===== src/inc/rrf_pkg.sv =====
/*
  Shared constants for the return, rotate and flag load execution unit:
  operation codes, flag word bit positions, state encodings and widths.
  Assumes a 16-bit word datapath and a byte-wide memory port.
*/
package rrf_pkg;
   localparam int WORD_W = 16;
   localparam int BYTE_W = 8;
   localparam int FLAG_W = 16;
   localparam int CNT_W = 8;

   typedef enum logic [2:0] {
      OP_PROC_RETURN = 3'h0,
      OP_ROTATE_LEFT = 3'h1,
      OP_ROTATE_RIGHT = 3'h2,
      OP_FLAGS_FROM_UPPER_ACC = 3'h3
   } op_type;

   typedef enum logic [3:0] {
      ST_IDLE = 4'h0,
      ST_POP_LO = 4'h1,
      ST_POP_HI = 4'h2,
      ST_POP_DONE = 4'h3,
      ST_ADJUST = 4'h4,
      ST_MEM_RD = 4'h5,
      ST_MEM_WAIT = 4'h6,
      ST_ROTATE = 4'h7,
      ST_WR_LO = 4'h8,
      ST_WR_HI = 4'h9,
      ST_FINISH = 4'hA
   } state_type;

   // Flag word bit positions.
   localparam int CARRY_BIT = 0;
   localparam int PARITY_BIT = 2;
   localparam int AUX_BIT = 4;
   localparam int ZERO_BIT = 6;
   localparam int SIGN_BIT = 7;
   localparam int TRAP_BIT = 8;
   localparam int INTR_BIT = 9;
   localparam int DIR_BIT = 10;
   localparam int OVF_BIT = 11;

   localparam logic [WORD_W-1:0] POP_STEP = 16'h0002;
   localparam logic [WORD_W-1:0] HI_BYTE_OFS = 16'h0001;
   localparam logic [CNT_W-1:0] CNT_ONE = 8'h01;
   localparam logic [CNT_W-1:0] CNT_ZERO = 8'h00;
   localparam logic [WORD_W-1:0] WORD_ZERO = 16'h0000;
   localparam logic [FLAG_W-1:0] FLAGS_RESET = 16'h0000;
   localparam logic [BYTE_W-1:0] BYTE_ZERO = 8'h00;
endpackage


===== src/design/rotate_step.sv =====
/*
  One rotation step on a byte or word operand, combinational.
  Assumes the caller holds the operand in the low bits for byte mode.
*/
`timescale 1ns/1ps
module rotate_step #(
   parameter int W = 16
) (
   input wire logic [W-1:0] value,
   input wire logic is_word,
   input wire logic dir_right,
   output logic [W-1:0] result,
   output logic carry_out
);
   always_comb begin
      result = value;
      carry_out = 1'b0;
      if (dir_right) begin
         carry_out = value[0];
         if (is_word) begin
            result = {value[0], value[W-1:1]};
         end else begin
            result = {value[W-1:W/2], value[0], value[W/2-1:1]};
         end
      end else begin
         if (is_word) begin
            carry_out = value[W-1];
            result = {value[W-2:0], value[W-1]};
         end else begin
            carry_out = value[W/2-1];
            result = {value[W-1:W/2], value[W/2-2:0], value[W/2-1]};
         end
      end
   end
endmodule


===== src/design/return_rotate_flag_load_unit.sv =====
/*
  Execution unit for procedure return, rotate left, rotate right and
  loading flags from the upper accumulator byte.
  Assumes decode presents one operation per START pulse with operands
  stable until DONE, and a byte memory that answers each read after
  MEM_RD with MEM_RVALID, and accepts writes in one cycle.
*/
`timescale 1ns/1ps
module return_rotate_flag_load_unit #(
   parameter int W = rrf_pkg::WORD_W,
   parameter int CW = rrf_pkg::CNT_W
) (
   input wire logic REF_CLK,
   input wire logic SRST,
   input wire logic START,
   input wire rrf_pkg::op_type OP,
   input wire logic FAR_RETURN,
   input wire logic POP_ADJUST_EN,
   input wire logic [7:0] POP_ADJUST_IMM,
   input wire logic IS_WORD,
   input wire logic OPERAND_IN_MEM,
   input wire logic COUNT_FROM_REG,
   input wire logic [CW-1:0] COUNT_IMM,
   input wire logic [7:0] LOW_COUNT_REGISTER,
   input wire logic [W-1:0] REG_OPERAND,
   input wire logic [W-1:0] MEM_OPERAND_ADDR,
   input wire logic [7:0] UPPER_ACCUMULATOR_BYTE,
   input wire logic [W-1:0] STACK_POINTER_IN,
   input wire logic [15:0] FLAGS_IN,
   input wire logic LOAD_FLAGS,
   input wire logic [7:0] MEM_RDATA,
   input wire logic MEM_RVALID,
   output logic BUSY,
   output logic DONE,
   output logic [W-1:0] INSTRUCTION_POINTER,
   output logic IP_LOAD,
   output logic [W-1:0] CODE_SEGMENT,
   output logic CS_LOAD,
   output logic [W-1:0] STACK_POINTER,
   output logic [15:0] FLAGS,
   output logic [W-1:0] REG_RESULT,
   output logic REG_WRITE,
   output logic [W-1:0] MEM_ADDR,
   output logic MEM_RD,
   output logic MEM_WR,
   output logic [7:0] MEM_WDATA
);
   rrf_pkg::state_type state;
   rrf_pkg::op_type op;
   logic far_ret;
   logic adj_en;
   logic [7:0] adj_imm;
   logic is_word;
   logic in_mem;
   logic pop_second;
   logic [CW-1:0] count;
   logic [CW-1:0] remaining;
   logic [W-1:0] operand;
   logic [W-1:0] base_addr;
   logic [7:0] low_byte;
   logic [W-1:0] step_result;
   logic step_carry;
   logic [W-1:0] popped;

   rotate_step #(
      .W(W)
   ) u_step (
      .value(operand),
      .is_word(is_word),
      .dir_right(op == rrf_pkg::OP_ROTATE_RIGHT),
      .result(step_result),
      .carry_out(step_carry)
   );

   assign popped = {MEM_RDATA, low_byte};

   // ==========================================================
   // Sequencer
   // ==========================================================
   always_ff @(posedge REF_CLK) begin
      if (SRST) begin
         state <= rrf_pkg::ST_IDLE;
         op <= rrf_pkg::OP_PROC_RETURN;
         far_ret <= 1'b0;
         adj_en <= 1'b0;
         adj_imm <= rrf_pkg::BYTE_ZERO;
         is_word <= 1'b0;
         in_mem <= 1'b0;
         pop_second <= 1'b0;
         count <= rrf_pkg::CNT_ZERO;
         remaining <= rrf_pkg::CNT_ZERO;
         operand <= rrf_pkg::WORD_ZERO;
         base_addr <= rrf_pkg::WORD_ZERO;
         low_byte <= rrf_pkg::BYTE_ZERO;
      end else begin
         case (state)
            rrf_pkg::ST_IDLE: begin
               if (START) begin
                  op <= OP;
                  far_ret <= FAR_RETURN;
                  adj_en <= POP_ADJUST_EN;
                  adj_imm <= POP_ADJUST_IMM;
                  is_word <= IS_WORD;
                  in_mem <= OPERAND_IN_MEM;
                  pop_second <= 1'b0;
                  count <= COUNT_FROM_REG ? LOW_COUNT_REGISTER[CW-1:0] : COUNT_IMM;
                  remaining <= COUNT_FROM_REG ? LOW_COUNT_REGISTER[CW-1:0] : COUNT_IMM;
                  operand <= REG_OPERAND;
                  base_addr <= MEM_OPERAND_ADDR;
                  case (OP)
                     rrf_pkg::OP_PROC_RETURN: state <= rrf_pkg::ST_POP_LO;
                     rrf_pkg::OP_FLAGS_FROM_UPPER_ACC: state <= rrf_pkg::ST_FINISH;
                     default: state <= OPERAND_IN_MEM ? rrf_pkg::ST_MEM_RD : rrf_pkg::ST_ROTATE;
                  endcase
               end
            end
            rrf_pkg::ST_POP_LO: begin
               if (MEM_RVALID) begin
                  low_byte <= MEM_RDATA;
                  state <= rrf_pkg::ST_POP_HI;
               end
            end
            rrf_pkg::ST_POP_HI: begin
               if (MEM_RVALID) begin
                  state <= rrf_pkg::ST_POP_DONE;
               end
            end
            rrf_pkg::ST_POP_DONE: begin
               if (far_ret && !pop_second) begin
                  pop_second <= 1'b1;
                  state <= rrf_pkg::ST_POP_LO;
               end else if (adj_en) begin
                  state <= rrf_pkg::ST_ADJUST;
               end else begin
                  state <= rrf_pkg::ST_FINISH;
               end
            end
            rrf_pkg::ST_ADJUST: state <= rrf_pkg::ST_FINISH;
            rrf_pkg::ST_MEM_RD: begin
               if (MEM_RVALID) begin
                  low_byte <= MEM_RDATA;
                  if (is_word) begin
                     state <= rrf_pkg::ST_MEM_WAIT;
                  end else begin
                     operand <= {rrf_pkg::BYTE_ZERO, MEM_RDATA};
                     state <= rrf_pkg::ST_ROTATE;
                  end
               end
            end
            rrf_pkg::ST_MEM_WAIT: begin
               if (MEM_RVALID) begin
                  operand <= popped;
                  state <= rrf_pkg::ST_ROTATE;
               end
            end
            rrf_pkg::ST_ROTATE: begin
               if (remaining == rrf_pkg::CNT_ZERO) begin
                  state <= in_mem ? rrf_pkg::ST_WR_LO : rrf_pkg::ST_FINISH;
               end else begin
                  operand <= step_result;
                  remaining <= remaining - rrf_pkg::CNT_ONE;
               end
            end
            rrf_pkg::ST_WR_LO: state <= is_word ? rrf_pkg::ST_WR_HI : rrf_pkg::ST_FINISH;
            rrf_pkg::ST_WR_HI: state <= rrf_pkg::ST_FINISH;
            rrf_pkg::ST_FINISH: state <= rrf_pkg::ST_IDLE;
            default: state <= rrf_pkg::ST_IDLE;
         endcase
      end
   end

   // ==========================================================
   // Stack pointer, instruction pointer and code segment
   // ==========================================================
   always_ff @(posedge REF_CLK) begin
      if (SRST) begin
         STACK_POINTER <= rrf_pkg::WORD_ZERO;
         INSTRUCTION_POINTER <= rrf_pkg::WORD_ZERO;
         CODE_SEGMENT <= rrf_pkg::WORD_ZERO;
         IP_LOAD <= 1'b0;
         CS_LOAD <= 1'b0;
      end else begin
         IP_LOAD <= 1'b0;
         CS_LOAD <= 1'b0;
         if (state == rrf_pkg::ST_IDLE && START) begin
            STACK_POINTER <= STACK_POINTER_IN;
         end
         if (state == rrf_pkg::ST_POP_HI && MEM_RVALID) begin
            STACK_POINTER <= STACK_POINTER + rrf_pkg::POP_STEP;
            if (pop_second) begin
               CODE_SEGMENT <= popped;
               CS_LOAD <= 1'b1;
            end else begin
               INSTRUCTION_POINTER <= popped;
               IP_LOAD <= 1'b1;
            end
         end
         if (state == rrf_pkg::ST_ADJUST) begin
            STACK_POINTER <= STACK_POINTER + {rrf_pkg::BYTE_ZERO, adj_imm};
         end
      end
   end

   // ==========================================================
   // Flags
   // ==========================================================
   // Rotate and flag load write only the listed bits; START or an idle LOAD_FLAGS loads the whole word from FLAGS_IN.
   always_ff @(posedge REF_CLK) begin
      if (SRST) begin
         FLAGS <= rrf_pkg::FLAGS_RESET;
      end else if (LOAD_FLAGS && state == rrf_pkg::ST_IDLE && !START) begin
         FLAGS <= FLAGS_IN;
      end else if (state == rrf_pkg::ST_IDLE && START) begin
         FLAGS <= FLAGS_IN;
      end else if (state == rrf_pkg::ST_ROTATE && remaining != rrf_pkg::CNT_ZERO) begin
         FLAGS[rrf_pkg::CARRY_BIT] <= step_carry;
         if (count == rrf_pkg::CNT_ONE) begin
            if (op == rrf_pkg::OP_ROTATE_LEFT) begin
               FLAGS[rrf_pkg::OVF_BIT] <= is_word ? (step_result[W-1] ^ step_carry)
                  : (step_result[W/2-1] ^ step_carry);
            end else begin
               FLAGS[rrf_pkg::OVF_BIT] <= is_word ? (step_result[W-1] ^ step_result[W-2])
                  : (step_result[W/2-1] ^ step_result[W/2-2]);
            end
         end
      end else if (state == rrf_pkg::ST_FINISH && op == rrf_pkg::OP_FLAGS_FROM_UPPER_ACC) begin
         FLAGS[rrf_pkg::SIGN_BIT] <= UPPER_ACCUMULATOR_BYTE[rrf_pkg::SIGN_BIT];
         FLAGS[rrf_pkg::ZERO_BIT] <= UPPER_ACCUMULATOR_BYTE[rrf_pkg::ZERO_BIT];
         FLAGS[rrf_pkg::AUX_BIT] <= UPPER_ACCUMULATOR_BYTE[rrf_pkg::AUX_BIT];
         FLAGS[rrf_pkg::PARITY_BIT] <= UPPER_ACCUMULATOR_BYTE[rrf_pkg::PARITY_BIT];
         FLAGS[rrf_pkg::CARRY_BIT] <= UPPER_ACCUMULATOR_BYTE[rrf_pkg::CARRY_BIT];
      end
   end

   // ==========================================================
   // Memory port and results
   // ==========================================================
   always_ff @(posedge REF_CLK) begin
      if (SRST) begin
         MEM_ADDR <= rrf_pkg::WORD_ZERO;
         MEM_RD <= 1'b0;
         MEM_WR <= 1'b0;
         MEM_WDATA <= rrf_pkg::BYTE_ZERO;
         REG_RESULT <= rrf_pkg::WORD_ZERO;
         REG_WRITE <= 1'b0;
         DONE <= 1'b0;
         BUSY <= 1'b0;
      end else begin
         MEM_RD <= 1'b0;
         MEM_WR <= 1'b0;
         REG_WRITE <= 1'b0;
         DONE <= (state == rrf_pkg::ST_FINISH);
         BUSY <= (state != rrf_pkg::ST_IDLE) || START;
         case (state)
            rrf_pkg::ST_IDLE: begin
               if (START && OP == rrf_pkg::OP_PROC_RETURN) begin
                  MEM_ADDR <= STACK_POINTER_IN;
                  MEM_RD <= 1'b1;
               end else if (START && OP != rrf_pkg::OP_FLAGS_FROM_UPPER_ACC && OPERAND_IN_MEM) begin
                  MEM_ADDR <= MEM_OPERAND_ADDR;
                  MEM_RD <= 1'b1;
               end
            end
            rrf_pkg::ST_POP_LO: begin
               if (MEM_RVALID) begin
                  MEM_ADDR <= STACK_POINTER + rrf_pkg::HI_BYTE_OFS;
                  MEM_RD <= 1'b1;
               end
            end
            rrf_pkg::ST_POP_DONE: begin
               if (far_ret && !pop_second) begin
                  MEM_ADDR <= STACK_POINTER;
                  MEM_RD <= 1'b1;
               end
            end
            rrf_pkg::ST_MEM_RD: begin
               if (MEM_RVALID && is_word) begin
                  MEM_ADDR <= base_addr + rrf_pkg::HI_BYTE_OFS;
                  MEM_RD <= 1'b1;
               end
            end
            rrf_pkg::ST_ROTATE: begin
               if (remaining == rrf_pkg::CNT_ZERO) begin
                  if (in_mem) begin
                     MEM_ADDR <= base_addr;
                     MEM_WDATA <= operand[7:0];
                     MEM_WR <= 1'b1;
                  end else begin
                     REG_RESULT <= operand;
                     REG_WRITE <= (count != rrf_pkg::CNT_ZERO);
                  end
               end
            end
            rrf_pkg::ST_WR_LO: begin
               if (is_word) begin
                  MEM_ADDR <= base_addr + rrf_pkg::HI_BYTE_OFS;
                  MEM_WDATA <= operand[W-1:8];
                  MEM_WR <= 1'b1;
               end
            end
            default: begin
            end
         endcase
      end
   end
endmodule


===== config.mk =====
export PLATFORM = sky130hd
export DESIGN_NAME = return_rotate_flag_load_unit
export DESIGN_NICKNAME = d
export VERILOG_FILES = /design/src/inc/rrf_pkg.sv /design/src/design/rotate_step.sv /design/src/design/return_rotate_flag_load_unit.sv
export SDC_FILE = /design/constraint.sdc
export NUM_CORES = 1
export LEC_CHECK = 0
export BUFFER_PORTS_ARGS = -buffer_cell sky130_fd_sc_hd__buf_2
export CELL_PAD_IN_SITES_DETAIL_PLACEMENT = 1
export CELL_PAD_IN_SITES_GLOBAL_PLACEMENT = 1
export CORE_ASPECT_RATIO = 1.75
export CORE_MARGIN = 10
export CORE_UTILIZATION = 44
export CTS_BUF_LIST = sky130_fd_sc_hd__clkbuf_4 sky130_fd_sc_hd__clkbuf_8
export CTS_CLUSTER_SIZE = 8
export DETAILED_ROUTE_END_ITERATION = 7
export PLACE_DENSITY = 0.87
export SYNTH_ARGS = -nofsm -noshare
export SYNTH_HDL_FRONTEND = slang
export SYNTH_SLANG_ARGS = --single-unit

===== constraint.sdc =====
create_clock -name REF_CLK -period 4.4 [get_ports REF_CLK]
set_input_delay 0.22 -clock REF_CLK [delete_from_list [all_inputs] [get_ports REF_CLK]]
set_output_delay 0.22 -clock REF_CLK [all_outputs]
set_load 0.02 [all_outputs]

==> impl_results.rst, run 1 <==
.. list-table::
   :header-rows: 1

   * - Metric
     - Value
   * - Cell Rows
     - slightly above 70
   * - Peak ir drop on the vdd network
     - approximately 0.4 mV
   * - Commonest non-fill, non-tap cell in the layout
     - sky130_fd_sc_hd__nand2_1
   * - Startpoint Class
     - flip-flop
   * - CP arrival
     - 4.01 ns
   * - Cell count after placement
     - 1748
   * - Portion of the post-synthesis area used by sequential elements
     - 0.375
   * - Number of H-tree levels
     - 4
   * - Total standard cell area after synthesis
     - roughly 10000 um2
   * - Leading cell types in the layout, fill and taps excluded
     - sky130_fd_sc_hd__nand2_1, sky130_fd_sc_hd__buf_2, sky130_fd_sc_hd__a21oi_1
   * - HP Start
     - MEM_RDATA[0]
   * - Highest Clock Rate
     - between 200 and 300 MHz
   * - Overflow left after global routing
     - 0
   * - Largest net degree at the start of global routing
     - 71
   * - Hold Vio Cnt, Final
     - 0
   * - Number of standard cells after synthesis
     - 1313
   * - Worst reg2reg endpoint
     - MEM_ADDR[15]$_SDFFE_PP0P_
   * - Post-synthesis net count
     - roughly 1.4k
   * - Global placer's final weighted congestion
     - 0.950
   * - End point of the worst hold path
     - CODE_SEGMENT[8]$_SDFFE_PP0P_
   * - Number of endpoints failing setup at the final stage
     - 0
   * - Sequential cell area
     - around 3700 um2
   * - First-pass GRT wire length
     - about 63000 um
   * - Count of warnings emitted by yosys
     - 0
   * - Clock net sink count
     - 187
   * - Library cells used by synthesis
     - between 70 and 80
   * - Largest driver fanout on the critical path
     - 17
   * - Growth of design area from synthesis to finish
     - 22.4%
   * - CTS root buffer
     - sky130_fd_sc_hd__clkbuf_8
   * - Clock Skews
     - 0.0185 ns
   * - Area of combinational cells with multiple inputs
     - between 5000 and 6000 um2
   * - Transition at the pin with the smallest max-transition slack
     - around 1.2 ns
   * - Number of I/O port buffers
     - ~220
   * - R2R Path Start
     - state[1]$_SDFFE_PP0P_
   * - Max-cap violations
     - 0
   * - Remaining max-slew budget at the tightest pin
     - 0.218
   * - CTS tree
     - built
   * - Global-route usage over all layers
     - 0.272
   * - Primary FF master, synth
     - sky130_fd_sc_hd__dfxtp_1
   * - Top-level port count
     - 228
   * - Clock edge transition at the registers on the reported setup and hold paths
     - approximately 0.10 ns
   * - Worst Reg2Reg Path Length in Cells
     - 7
   * - Period utilization
     - 0.817
   * - Synth async-reset ratio
     - 0
   * - Maximum buffer depth of the clock tree
     - 2
   * - CTS-repair resized insts
     - 0
   * - Clock Latency Late Sink
     - about 0.53 ns
   * - Number of flip-flops and latches in the synthesized netlist
     - between 150 and 200
   * - CTS Hold Bufs
     - 55
   * - Endpoint required time on the critical path
     - between 4 and 5 ns
   * - Initial DRC count
     - about 930
   * - Status
     - finished, final reports clean
   * - Worst Setup End Kind
     - flip-flop
   * - Power density over the cells
     - just under 600 nW/um2
   * - Post-Layout Cell Count
     - ~1.8k
   * - DRC Markers
     - 0
   * - Detailed placement HPWL
     - around 30000 um
   * - Avg Cell Area, Syn
     - roughly 7.6 um2
   * - Worst-case register-to-register setup slack
     - 0.81 ns
   * - Area of the die
     - between 20000 and 30000 um2
   * - TritonCTS Buffers
     - 17
   * - Classification of the worst-slack hold path
     - input port to flip-flop
   * - DIE WIDTH
     - roughly 130 um
   * - Count of flip-flops with a built-in enable after synthesis
     - 0
   * - Total negative slack for setup checks
     - 0 ns
   * - Vias in the first global route
     - 11.6k
   * - Number of fill cells
     - 2834
   * - Count of buffers added by post-CTS timing repair for setup
     - 0
   * - Post-layout min period
     - ~3.6 ns
   * - Number of pins with negative max-slew slack in the final report
     - 0
   * - Per-cell routed wire length
     - ~22 um
   * - Setup repair after global routing missed its margin
     - no
   * - Initial core utilization
     - 0.448
   * - Hold Path Depth
     - 3
   * - Type of the worst setup path
     - flip-flop to flip-flop
   * - Cell leakage power
     - 4.75 nW
   * - Core ar.
     - ~22000 um2
   * - Wire length after detailed routing
     - roughly 41000 um
   * - Nets@finish
     - 1655
   * - Vias/cell
     - about 6.0
   * - Detailed-route via count
     - around 11k
   * - Post-layout total power
     - just over 7 mW
   * - Drt first pass iters
     - 8
   * - Number of antenna violations at the first check in global routing
     - 1
   * - Proportion of layout cells with a drive suffix above 1
     - 0.199
   * - Antenna Violating Nets Remaining
     - 0
   * - Vertical die dimension
     - 219 um
   * - Post-layout util
     - 0.549
flip-flops by register name (all words and copies together) (netlist names), 16 cells and up:
| signal | count |
|---|---|
| INSTRUCTION_POINTER | 16 |
| STACK_POINTER | 16 |
| REG_RESULT | 16 |
| operand | 16 |
| base_addr | 16 |
| CODE_SEGMENT | 16 |
| FLAGS | 16 |
| MEM_ADDR | 16 |
synthesized netlist by cell type, drive strengths merged, types with 5 or more instances:
library cell / n / share of area
a2111oi: 5 / 0.0044
a211o: 9 / 0.0079
a211oi: 22 / 0.017
a21o: 6 / 0.0045
a21oi: 189 / 0.095
a221oi: 9 / 0.0079
a222oi: 12 / 0.012
a22oi: 5 / 0.0038
a311oi: 12 / 0.011
a31oi: 8 / 0.0050
and2: 5 / 0.0031
and3: 5 / 0.0031
buf: 18 / 0.0088
clkbuf: 88 / 0.033
dfxtp: 187 / 0.38
ha: 11 / 0.014
inv: 14 / 0.0053
mux2: 10 / 0.011
mux2i: 43 / 0.043
nand2: 297 / 0.11
nand2b: 8 / 0.0050
nand3: 24 / 0.012
nand4: 8 / 0.0050
nor2: 96 / 0.036
nor2b: 10 / 0.0063
nor3: 22 / 0.011
nor3b: 5 / 0.0043
nor4: 7 / 0.0059
nor4b: 6 / 0.0065
o211ai: 8 / 0.0060
o21a: 5 / 0.0038
o21ai: 49 / 0.025
o221ai: 9 / 0.0079
o22ai: 7 / 0.0044
xnor2: 25 / 0.022
xor2: 9 / 0.0079
worst max-delay path, stage by stage, from the launching register on:
cell and delay [ns]:
sky130_fd_sc_hd__dfxtp_1 0.65, sky130_fd_sc_hd__or4b_1 0.72, sky130_fd_sc_hd__a21oi_1 0.29, sky130_fd_sc_hd__nor4_4 0.47, sky130_fd_sc_hd__nand3_1 0.36, sky130_fd_sc_hd__nor4b_1 0.54
sky130_fd_sc_hd__xor2_1 0.13, sky130_fd_sc_hd__o41ai_1 0.33
logic make-up after synthesis:
family	count (synthesis)	share of synthesized area
AO/OA/AOI/OAI	392	0.248
XOR/XNOR	34	0.0299
adder cells (fa/ha/maj)	12	0.0158
buffers and inverters	122	0.0479
flip-flops	187	0.375
multiplexers	54	0.0567
AND/OR/NAND/NOR	512	0.227
how the worst max path moves through the flow:
stage	cells after the start	endpoint	slack [ns]	startpoint
final	7	MEM_ADDR[15]$_SDFFE_PP0P_	0.81	state[1]$_SDFFE_PP0P_
after global routing	7	MEM_ADDR[15]$_SDFFE_PP0P_	0.58	state[1]$_SDFFE_PP0P_
after CTS	7	MEM_ADDR[15]$_SDFFE_PP0P_	0.85	state[1]$_SDFFE_PP0P_
after detailed placement	7	MEM_ADDR[15]$_SDFFE_PP0P_	0.89	state[1]$_SDFFE_PP0P_
after floorplan	9	MEM_ADDR[12]$_SDFFE_PP0P_	1.77	state[0]$_SDFFE_PP0P_
after global placement	7	MEM_ADDR[15]$_SDFFE_PP0P_	1.04	state[1]$_SDFFE_PP0P_
area by class of cell:
cell class,instances,share of cell area
clock inverter,9,0.0112
sequential,187,0.307
multi-input combinational,1004,0.472
clock buffer,23,0.0244
antenna,2,0.000410
tap,296,0.0303
timing repair buffer,300,0.150
inverter,16,0.00492
metal layers:
metal  global-route usage  share of wire  vias to the layer above
met5                    0              0                        -
met4                0.167          0.059                        0
met3               0.0663          0.059                      136
met2                0.505           0.53                      395
met1                0.265           0.35                     5430
li1                     -              -                     5105
through the flow:
step	cell area [um2]	worst slack, ns	hold WS, ns
final	12200	0.806	0.0381
after global routing	12200	0.583	0.00992
after CTS	12200	0.848	0.00130
after detailed placement	11200	0.892	0.444
after global placement	11200	1.04	0.436
after floorplan	9970	1.77	0.356
power by group:
group	switching [mW]	total, mW	internal (mW)
sequential	0.547	2.60	2.06
combinational	2.13	3.31	1.18
clock	0.662	1.29	0.629
total	3.34	7.20	3.86
Note: power is estimated with default switching activity, not from simulation.
==> run 2: changes to the inputs <==
--- a/config.mk
+++ b/config.mk
@@ -5,16 +5,17 @@
 export SDC_FILE = /design/constraint.sdc
 export NUM_CORES = 1
 export LEC_CHECK = 0
+export ABC_AREA = 1
 export BUFFER_PORTS_ARGS = -buffer_cell sky130_fd_sc_hd__buf_2
 export CELL_PAD_IN_SITES_DETAIL_PLACEMENT = 1
 export CELL_PAD_IN_SITES_GLOBAL_PLACEMENT = 1
 export CORE_ASPECT_RATIO = 1.75
 export CORE_MARGIN = 10
-export CORE_UTILIZATION = 44
+export CORE_UTILIZATION = 35
 export CTS_BUF_LIST = sky130_fd_sc_hd__clkbuf_4 sky130_fd_sc_hd__clkbuf_8
 export CTS_CLUSTER_SIZE = 8
 export DETAILED_ROUTE_END_ITERATION = 7
-export PLACE_DENSITY = 0.87
+export PLACE_DENSITY = 0.76
 export SYNTH_ARGS = -nofsm -noshare
 export SYNTH_HDL_FRONTEND = slang
 export SYNTH_SLANG_ARGS = --single-unit
==> constraint.sdc (replaced) <==
create_clock -name REF_CLK -period 2.9 [get_ports REF_CLK]
set_input_delay 0.145 -clock REF_CLK [delete_from_list [all_inputs] [get_ports REF_CLK]]
set_output_delay 0.145 -clock REF_CLK [all_outputs]
set_load 0.02 [all_outputs]
==> run 2 against run 1 <==
  * Area after synthesis up 2.5%
  * Fmax rose by 38%
  * Global-route usage is 3.5 points lower
  * Clock skew about the same
  * Clock power increased by 39%
  * Largest power group unchanged
  * Critical path type unchanged
  * Critical path depth rose by 4
  * Sequential cell count unchanged
  * Largest cell class unchanged
  * First-iteration DRC count shrank 37%
  * Routed wire length up 8.7%
==> impl_results.rst, run 2 <==
.. list-table::
   :header-rows: 1

   * - Metric
     - Value
   * - Clock Skews
     - between 0.015 and 0.02 ns
   * - Largest driver fanout on the critical path
     - 17
   * - Classification of the worst-slack hold path
     - input port to flip-flop
   * - Slowest-stage cell, CP
     - sky130_fd_sc_hd__dlygate4sd3_1
   * - Wire length after detailed routing
     - 44400 um
   * - Setup repair after global routing missed its margin
     - no
   * - Leading cell types in the layout, fill and taps excluded
     - sky130_fd_sc_hd__nand2_1, sky130_fd_sc_hd__buf_2, sky130_fd_sc_hd__o21ai_0
   * - Synth async-reset ratio
     - 0
   * - Yosys top cell area share
     - 0.366
   * - Post-synthesis net count
     - ~1.7k
   * - CTS root buffer
     - sky130_fd_sc_hd__clkbuf_8
   * - Top cells by area, synth
     - sky130_fd_sc_hd__dfxtp_1, sky130_fd_sc_hd__nand2_1, sky130_fd_sc_hd__o21ai_0
   * - Global placer's final weighted congestion
     - 0.944
   * - Detailed placement HPWL
     - between 30000 and 40000 um
   * - First-pass GRT wire length
     - about 68000 um
   * - Count of buffers added by post-CTS timing repair for setup
     - 0
   * - Vertical die dimension
     - around 250 um
   * - Count of flip-flops with a built-in enable after synthesis
     - 0
   * - Core ar.
     - around 29000 um2
   * - Initial core utilization
     - 0.356
   * - DRC Markers
     - 0
   * - Met2 Track Usage GR
     - 0.461
   * - CTS tree
     - built
   * - Remaining max-slew budget at the tightest pin
     - 0.491
   * - Highest Clock Rate
     - a little under 400 MHz
   * - Post-synth top area cell
     - sky130_fd_sc_hd__dfxtp_1
   * - Largest stage delay on the critical path
     - around 0.58 ns
   * - Number of pins with negative max-slew slack in the final report
     - 0
   * - Portion of the post-synthesis area used by sequential elements
     - 0.366
   * - Max-cap violations
     - 0
   * - Avg Cell Area, Syn
     - ~6.6 um2
   * - Vias/cell
     - approximately 5.3
   * - Transition at the pin with the smallest max-transition slack
     - around 0.76 ns
   * - Cell Rows
     - between 80 and 90
   * - Post-layout min period
     - roughly 2.6 ns
   * - Top-level port count
     - 228
   * - Most common cell in the netlist
     - sky130_fd_sc_hd__nand2_1
   * - Worst Setup End Kind
     - flip-flop
   * - Overflow left after global routing
     - 0
   * - DIE WIDTH
     - 149 um
   * - Crit-path leading delay family
     - buffers and inverters
   * - Library cells used by synthesis
     - between 40 and 50
   * - Endpoint required time on the critical path
     - 3.32 ns
   * - Total negative slack for setup checks
     - 0 ns
   * - Number of I/O port buffers
     - around 220
   * - Proportion of layout cells with a drive suffix above 1
     - 0.183
   * - TritonCTS Buffers
     - 17
   * - Cell leakage power
     - around 6.0 nW
   * - Post-layout util
     - 0.445
   * - Number of standard cells after synthesis
     - ~1.6k
   * - Power density over the cells
     - between 900 and 1000 nW/um2
   * - Count of warnings emitted by yosys
     - 0
   * - Nets@finish
     - between 1.5k and 2k
   * - Clock edge transition at the registers on the reported setup and hold paths
     - 0.11 ns
   * - Vias in the first global route
     - 12.4k
   * - Per-cell routed wire length
     - 20.0 um
   * - Startpoint Class
     - flip-flop
   * - Number of endpoints failing setup at the final stage
     - 0
   * - Total standard cell area after synthesis
     - a little over 10000 um2
   * - Initial DRC count
     - 584
   * - M3 GR Usage
     - 0.0439
   * - Growth of design area from synthesis to finish
     - 25.0%
   * - Primary FF master, synth
     - sky130_fd_sc_hd__dfxtp_1
   * - Period utilization
     - 0.898
   * - Clock net sink count
     - around 190
   * - Clock Latency Late Sink
     - 0.52 ns
   * - Largest net degree at the start of global routing
     - 50
   * - Leading cell types by count after synthesis
     - sky130_fd_sc_hd__nand2_1, sky130_fd_sc_hd__o21ai_0, sky130_fd_sc_hd__dfxtp_1, sky130_fd_sc_hd__inv_1, sky130_fd_sc_hd__a21oi_1
   * - CP arrival
     - slightly above 3 ns
   * - Maximum buffer depth of the clock tree
     - 2
   * - Area of the die
     - approximately 37000 um2
   * - Detailed-route via count
     - 11.8k
   * - Number of flip-flops and latches in the synthesized netlist
     - approximately 190
   * - Status
     - finished, final reports clean
   * - Drt first pass iters
     - 4
   * - Antenna Violating Nets Remaining
     - 0
   * - Peak ir drop on the vdd network
     - 0.432 mV
   * - Type of the worst setup path
     - flip-flop to flip-flop
   * - Commonest non-fill, non-tap cell in the layout
     - sky130_fd_sc_hd__nand2_1
   * - Critical path cell sequence
     - inv_2, nand2_1, nor2_4, o21ai_2, clkinv_1, buf_4, nor2_1, inv_1, o21ai_0, a31oi_1, dlygate4sd3_1
   * - Global-route layer with the greatest usage
     - met2
   * - Global-route usage over all layers
     - 0.238
   * - Number of H-tree levels
     - 4
   * - Number of antenna violations at the first check in global routing
     - 2
   * - Buf/Inv on CP
     - 5
   * - Hold Vio Cnt, Final
     - 0
   * - Routing usage on met1
     - 0.216
## run 2: cell count changes after synthesis, moves of 16 or more
| cell | previous run | this run |
|---|---|---|
| sky130_fd_sc_hd__a211oi_1 | 22 | 5 |
| sky130_fd_sc_hd__a21oi_1 | 188 | 157 |
| sky130_fd_sc_hd__a31oi_1 | 8 | 30 |
| sky130_fd_sc_hd__buf_2 | 4 | 20 |
| sky130_fd_sc_hd__clkbuf_1 | 88 | 49 |
| sky130_fd_sc_hd__inv_1 | 14 | 169 |
| sky130_fd_sc_hd__mux2i_1 | 43 | 0 |
| sky130_fd_sc_hd__nand2_1 | 296 | 334 |
| sky130_fd_sc_hd__nand3_1 | 24 | 78 |
| sky130_fd_sc_hd__nor2_1 | 96 | 145 |
| sky130_fd_sc_hd__o21ai_0 | 48 | 213 |
| sky130_fd_sc_hd__xnor2_1 | 25 | 2 |
## run 2: kinds of logic (layout without fill, tap and decap cells)
kind of cell,after synthesis,after routing,share of synthesized area
buffers and inverters,260,539,0.103
other,0,3,0
adder cells (fa/ha/maj),12,12,0.0154
AND/OR/NAND/NOR,620,620,0.258
AO/OA/AOI/OAI,465,465,0.247
XOR/XNOR,13,13,0.0111
flip-flops,187,187,0.366
## run 2: final timing paths
| path | end | slack (ns) | cells past startpoint | startpoint |
|---|---|---|---|---|
| max | FLAGS[2]$_SDFFE_PP0P_ | 0.30 | 11 | state[0]$_SDFFE_PP0P_ |
| min | CODE_SEGMENT[8]$_SDFFE_PP0P_ | 0.008 | 3 | MEM_RDATA[0] |
| max reg2reg | FLAGS[2]$_SDFFE_PP0P_ | 0.30 | 11 | state[0]$_SDFFE_PP0P_ |
| min reg2reg | REG_RESULT[9]$_SDFFE_PP0P_ | 0.45 | 2 | REG_RESULT[9]$_SDFFE_PP0P_ |
## run 2: layout make-up
type,instances,area (um2)
fillers,3854,15900
clock inverters,13,130
well taps,378,473
clock buffers,19,255
inverters,183,688
flip-flops and latches,187,3740
diodes,3,7.51
multi-input cells,1110,5430
repair buffers,324,2050
## run 2: tightest hold or removal path, stage by stage
cell and delay (ns):
sky130_fd_sc_hd__buf_2 0.07, sky130_fd_sc_hd__inv_1 0.12, sky130_fd_sc_hd__a21oi_1 0.15
## run 2: report_power, final
group,internal [mW],switching [mW]
clock network,0.664,1.13
logic,1.93,4.16
registers,3.26,0.656
total,5.86,5.95
## run 2: through the flow
stage | setup slack [ns] | hold WS, ns | std cells | area, um2 | total power [mW]
finish | 0.297 | 0.00804 | 2217 | 12800 | 11.8
global route | 0.0958 | 0.0148 | 2216 | 12800 | 12.7
CTS | 0.334 | 0.000714 | 2214 | 12800 | 11.9
detailed placement | 0.474 | 0.378 | 2121 | 11800 | 9.93
global placement | 0.507 | 0.366 | 2121 | 11800 | 9.74
floorplan | 0.749 | 0.280 | 1557 | 10200 | 7.78
## run 2: repair_timing
action,CTS,global route
hold buffers,61,0
endpoints found under the hold margin,67,0
gates resized for setup,0,0
setup endpoints to repair,0,0
## run 2: routing by layer
metal  vias to the layer above  share of wire  routed length [um]
met2                       304           0.56               24800
li1                       5674              -                   -
met4                         0          0.066                2940
met3                       124          0.040                1790
met5                         -              0                   0
met1                      5660           0.34               15000
==> run 3: changes to the inputs <==
--- a/config.mk
+++ b/config.mk
@@ -6,6 +6,7 @@
 export NUM_CORES = 1
 export LEC_CHECK = 0
 export ABC_AREA = 1
+export ABC_CLOCK_PERIOD_IN_PS = 2900
 export BUFFER_PORTS_ARGS = -buffer_cell sky130_fd_sc_hd__buf_2
 export CELL_PAD_IN_SITES_DETAIL_PLACEMENT = 1
 export CELL_PAD_IN_SITES_GLOBAL_PLACEMENT = 1
@@ -15,7 +16,7 @@
 export CTS_BUF_LIST = sky130_fd_sc_hd__clkbuf_4 sky130_fd_sc_hd__clkbuf_8
 export CTS_CLUSTER_SIZE = 8
 export DETAILED_ROUTE_END_ITERATION = 7
-export PLACE_DENSITY = 0.76
+export PLACE_DENSITY_LB_ADDON = 0.1
 export SYNTH_ARGS = -nofsm -noshare
 export SYNTH_HDL_FRONTEND = slang
 export SYNTH_SLANG_ARGS = --single-unit
==> run 3 against run 2 <==
  * Clock skew shrank 0.0068 ns
  * Sequential power is essentially flat
  * Routed wire length up 1.6%
  * Power is 0.40% higher
  * Cell area rose by 0.43%
  * Via count shrank 0.66%
  * Global-route usage is 0.43 points higher
  * Setup slack got worse by 0.034 ns
  * Sequential cell count is the same
  * Sequential share of layout area decreased by 0.13 points
  * Critical path depth fell by 1
  * Cell count increased by 0.14%
  * Critical path type unchanged
  * Critical endpoint is now FLAGS[7]$_SDFFE_PP0P_
==> impl_results.rst, run 3 (synthesized netlist as in run 2, its figures left out) <==
.. list-table::
   :header-rows: 1

   * - Metric
     - Value
   * - Status
     - finished, final reports clean
   * - Wire length after detailed routing
     - about 45000 um
   * - End point of the worst hold path
     - count[2]$_SDFFE_PP0P_
   * - DRC Markers
     - 0
   * - Post-layout total power
     - between 10 and 15 mW
   * - Relative contribution of combinational cells to total power
     - 0.523
   * - Number of fill cells
     - 3882
   * - Largest driver fanout on the critical path
     - 17
   * - Clock net sink count
     - 187
   * - Worst Setup End Kind
     - flip-flop
   * - Commonest non-fill, non-tap cell in the layout
     - sky130_fd_sc_hd__nand2_1
   * - Per-cell routed wire length
     - approximately 20 um
   * - Initial core utilization
     - 0.356
   * - Number of endpoints failing setup at the final stage
     - 0
   * - Post-layout min period
     - ~2.6 ns
   * - Number of pins with negative max-slew slack in the final report
     - 0
   * - Drt first pass iters
     - 4
   * - Maximum buffer depth of the clock tree
     - 2
   * - Detailed placement HPWL
     - 34700 um
   * - Peak ir drop on the vdd network
     - 0.400 mV
   * - Overflow left after global routing
     - 0
   * - Clock Skews
     - 0.0121 ns
   * - CTS root buffer
     - sky130_fd_sc_hd__clkbuf_8
   * - Endpoint required time on the critical path
     - 3.30 ns
   * - HP Start
     - COUNT_IMM[2]
   * - Number of I/O port buffers
     - approximately 220
   * - Area of the die
     - approximately 37000 um2
   * - Cell Rows
     - slightly above 80
   * - TritonCTS Buffers
     - 17
   * - Flop pwr share
     - 0.329
   * - Share of total power consumed by net switching
     - 0.505
   * - Area of combinational cells with multiple inputs
     - 5440 um2
   * - Vias in the first global route
     - approximately 12k
   * - Internal power
     - between 5 and 6 mW
   * - # diodes
     - 0
   * - Power share of the clock group
     - 0.148
   * - Worst reg2reg endpoint
     - FLAGS[7]$_SDFFE_PP0P_
   * - CTS tree
     - built
   * - Remaining max-slew budget at the tightest pin
     - 0.453
   * - Worst-case register-to-register setup slack
     - 0.26 ns
   * - Core ar.
     - approximately 29000 um2
   * - Global placer's final weighted congestion
     - around 0.93
   * - Startpoint Class
     - flip-flop
   * - Clock Latency Late Sink
     - just over 0.5 ns
   * - Worst Hold Slack
     - 0.0374 ns
   * - Initial DRC count
     - 411
   * - Highest Clock Rate
     - between 300 and 400 MHz
   * - Number of antenna violations at the first check in global routing
     - 1
   * - Proportion of layout cells with a drive suffix above 1
     - 0.183
   * - Classification of the worst-slack hold path
     - input port to flip-flop
   * - Cell leakage power
     - 5.99 nW
   * - Hold Path Depth
     - 5
   * - Leading cell types in the layout, fill and taps excluded
     - sky130_fd_sc_hd__nand2_1, sky130_fd_sc_hd__buf_2, sky130_fd_sc_hd__o21ai_0
   * - DIE WIDTH
     - around 150 um
   * - Post-layout util
     - 0.447
   * - Nets@finish
     - around 2.0k
   * - Antenna Violating Nets Remaining
     - 0
   * - Hold Vio Cnt, Final
     - 0
   * - Max-cap violations
     - 0
   * - Growth of design area from synthesis to finish
     - 25.5%
   * - Sequential cell area
     - 3740 um2
   * - Number of H-tree levels
     - 4
   * - CP arrival
     - roughly 3.0 ns
   * - First-pass GRT wire length
     - slightly below 70000 um
   * - Period utilization
     - 0.909
   * - Type of the worst setup path
     - flip-flop to flip-flop
   * - R2R Path Start
     - state[0]$_SDFFE_PP0P_
   * - Total negative slack for setup checks
     - 0 ns
   * - Setup repair after global routing missed its margin
     - no
   * - Vias/cell
     - about 5.3
   * - Clock edge transition at the registers on the reported setup and hold paths
     - 0.10 ns
   * - Largest net degree at the start of global routing
     - 61
   * - Top-level port count
     - around 230
   * - Transition at the pin with the smallest max-transition slack
     - 0.820 ns
   * - Global-route usage over all layers
     - 0.242
   * - Switch Pwr
     - approximately 6.0 mW
   * - Vertical die dimension
     - 246 um
   * - Power density over the cells
     - between 900 and 1000 nW/um2
   * - Detailed-route via count
     - approximately 12k
   * - Worst Reg2Reg Path Length in Cells
     - 10
run 3: changes by cell type in the layout (fill, tap and decap cells not counted), sizes merged:
cell and change:
buf +2, clkbuf -1, diode -3, dlygate4sd3 +5
run 3: cell type report:
class                           instances  share of cell area
Clock inverter                         13              0.0104
Inverter                              183              0.0536
Multi-Input combinational cell       1110               0.424
Tap cell                              378              0.0368
Timing Repair Buffer                  331               0.165
Sequential cell                       187               0.292
Clock buffer                           18              0.0188
run 3: critical path, cell delays in order, from the launching register on:
cell                            delay (ns)
sky130_fd_sc_hd__dfxtp_1              0.49
sky130_fd_sc_hd__inv_2                0.09
sky130_fd_sc_hd__nand2_1              0.16
sky130_fd_sc_hd__nor2_4               0.09
sky130_fd_sc_hd__o21ai_4              0.23
sky130_fd_sc_hd__clkinv_1             0.19
sky130_fd_sc_hd__nor2_1               0.22
sky130_fd_sc_hd__inv_1                0.18
sky130_fd_sc_hd__o21ai_0              0.23
sky130_fd_sc_hd__a31oi_1              0.08
sky130_fd_sc_hd__dlygate4sd3_1        0.57
run 3: power by group through the flow:
stage	registers (mW)	clock network (mW)	logic, mW
floorplan	4.10	0	3.68
global placement	3.94	0	5.94
detailed placement	3.96	0	6.08
CTS	3.91	1.82	6.22
global route	3.99	1.91	6.89
finish	3.90	1.75	6.20
run 3: what timing repair did:
action / in CTS / in global routing
buffers inserted: 0 / 0
resized for setup: 0 / 1
hold buffers: 66 / 0
endpoints found under the setup margin: 0 / 4
endpoints found under the hold margin: 69 / 0
run 3: metal layers:
metal	global-route usage	vias to the layer above	wire length [um]
met5	0	-	13
met4	0.169	2	3290
met3	0.0439	129	1660
met2	0.464	294	24700
met1	0.222	5566	15500
li1	-	5693	-
run 3: per-stage QoR:
stage                     area, um2  cells  worst slack, ns
final                         12800   2220            0.263
after global routing          12800   2220           0.0274
after detailed placement      11800   2123            0.364
after global placement        11800   2123            0.403
after floorplan               10200   1557            0.749
after CTS                     12800   2220            0.157
run 3: worst max-delay path by stage:
stage                                        from                              to  slack (ns)  cells past startpoint
finish                      state[0]$_SDFFE_PP0P_           FLAGS[7]$_SDFFE_PP0P_        0.26                     10
global route                state[0]$_SDFFE_PP0P_           FLAGS[2]$_SDFFE_PP0P_        0.03                     10
CTS                         state[0]$_SDFFE_PP0P_           FLAGS[7]$_SDFFE_PP0P_        0.16                     10
detailed placement          state[1]$_SDFFE_PP0P_        MEM_ADDR[8]$_SDFFE_PP0P_        0.36                     13
global placement            state[0]$_SDFFE_PP0P_        MEM_ADDR[8]$_SDFFE_PP0P_        0.40                     13
floorplan           STACK_POINTER[0]$_SDFFE_PP0P_  STACK_POINTER[10]$_SDFFE_PP0P_        0.75                     11
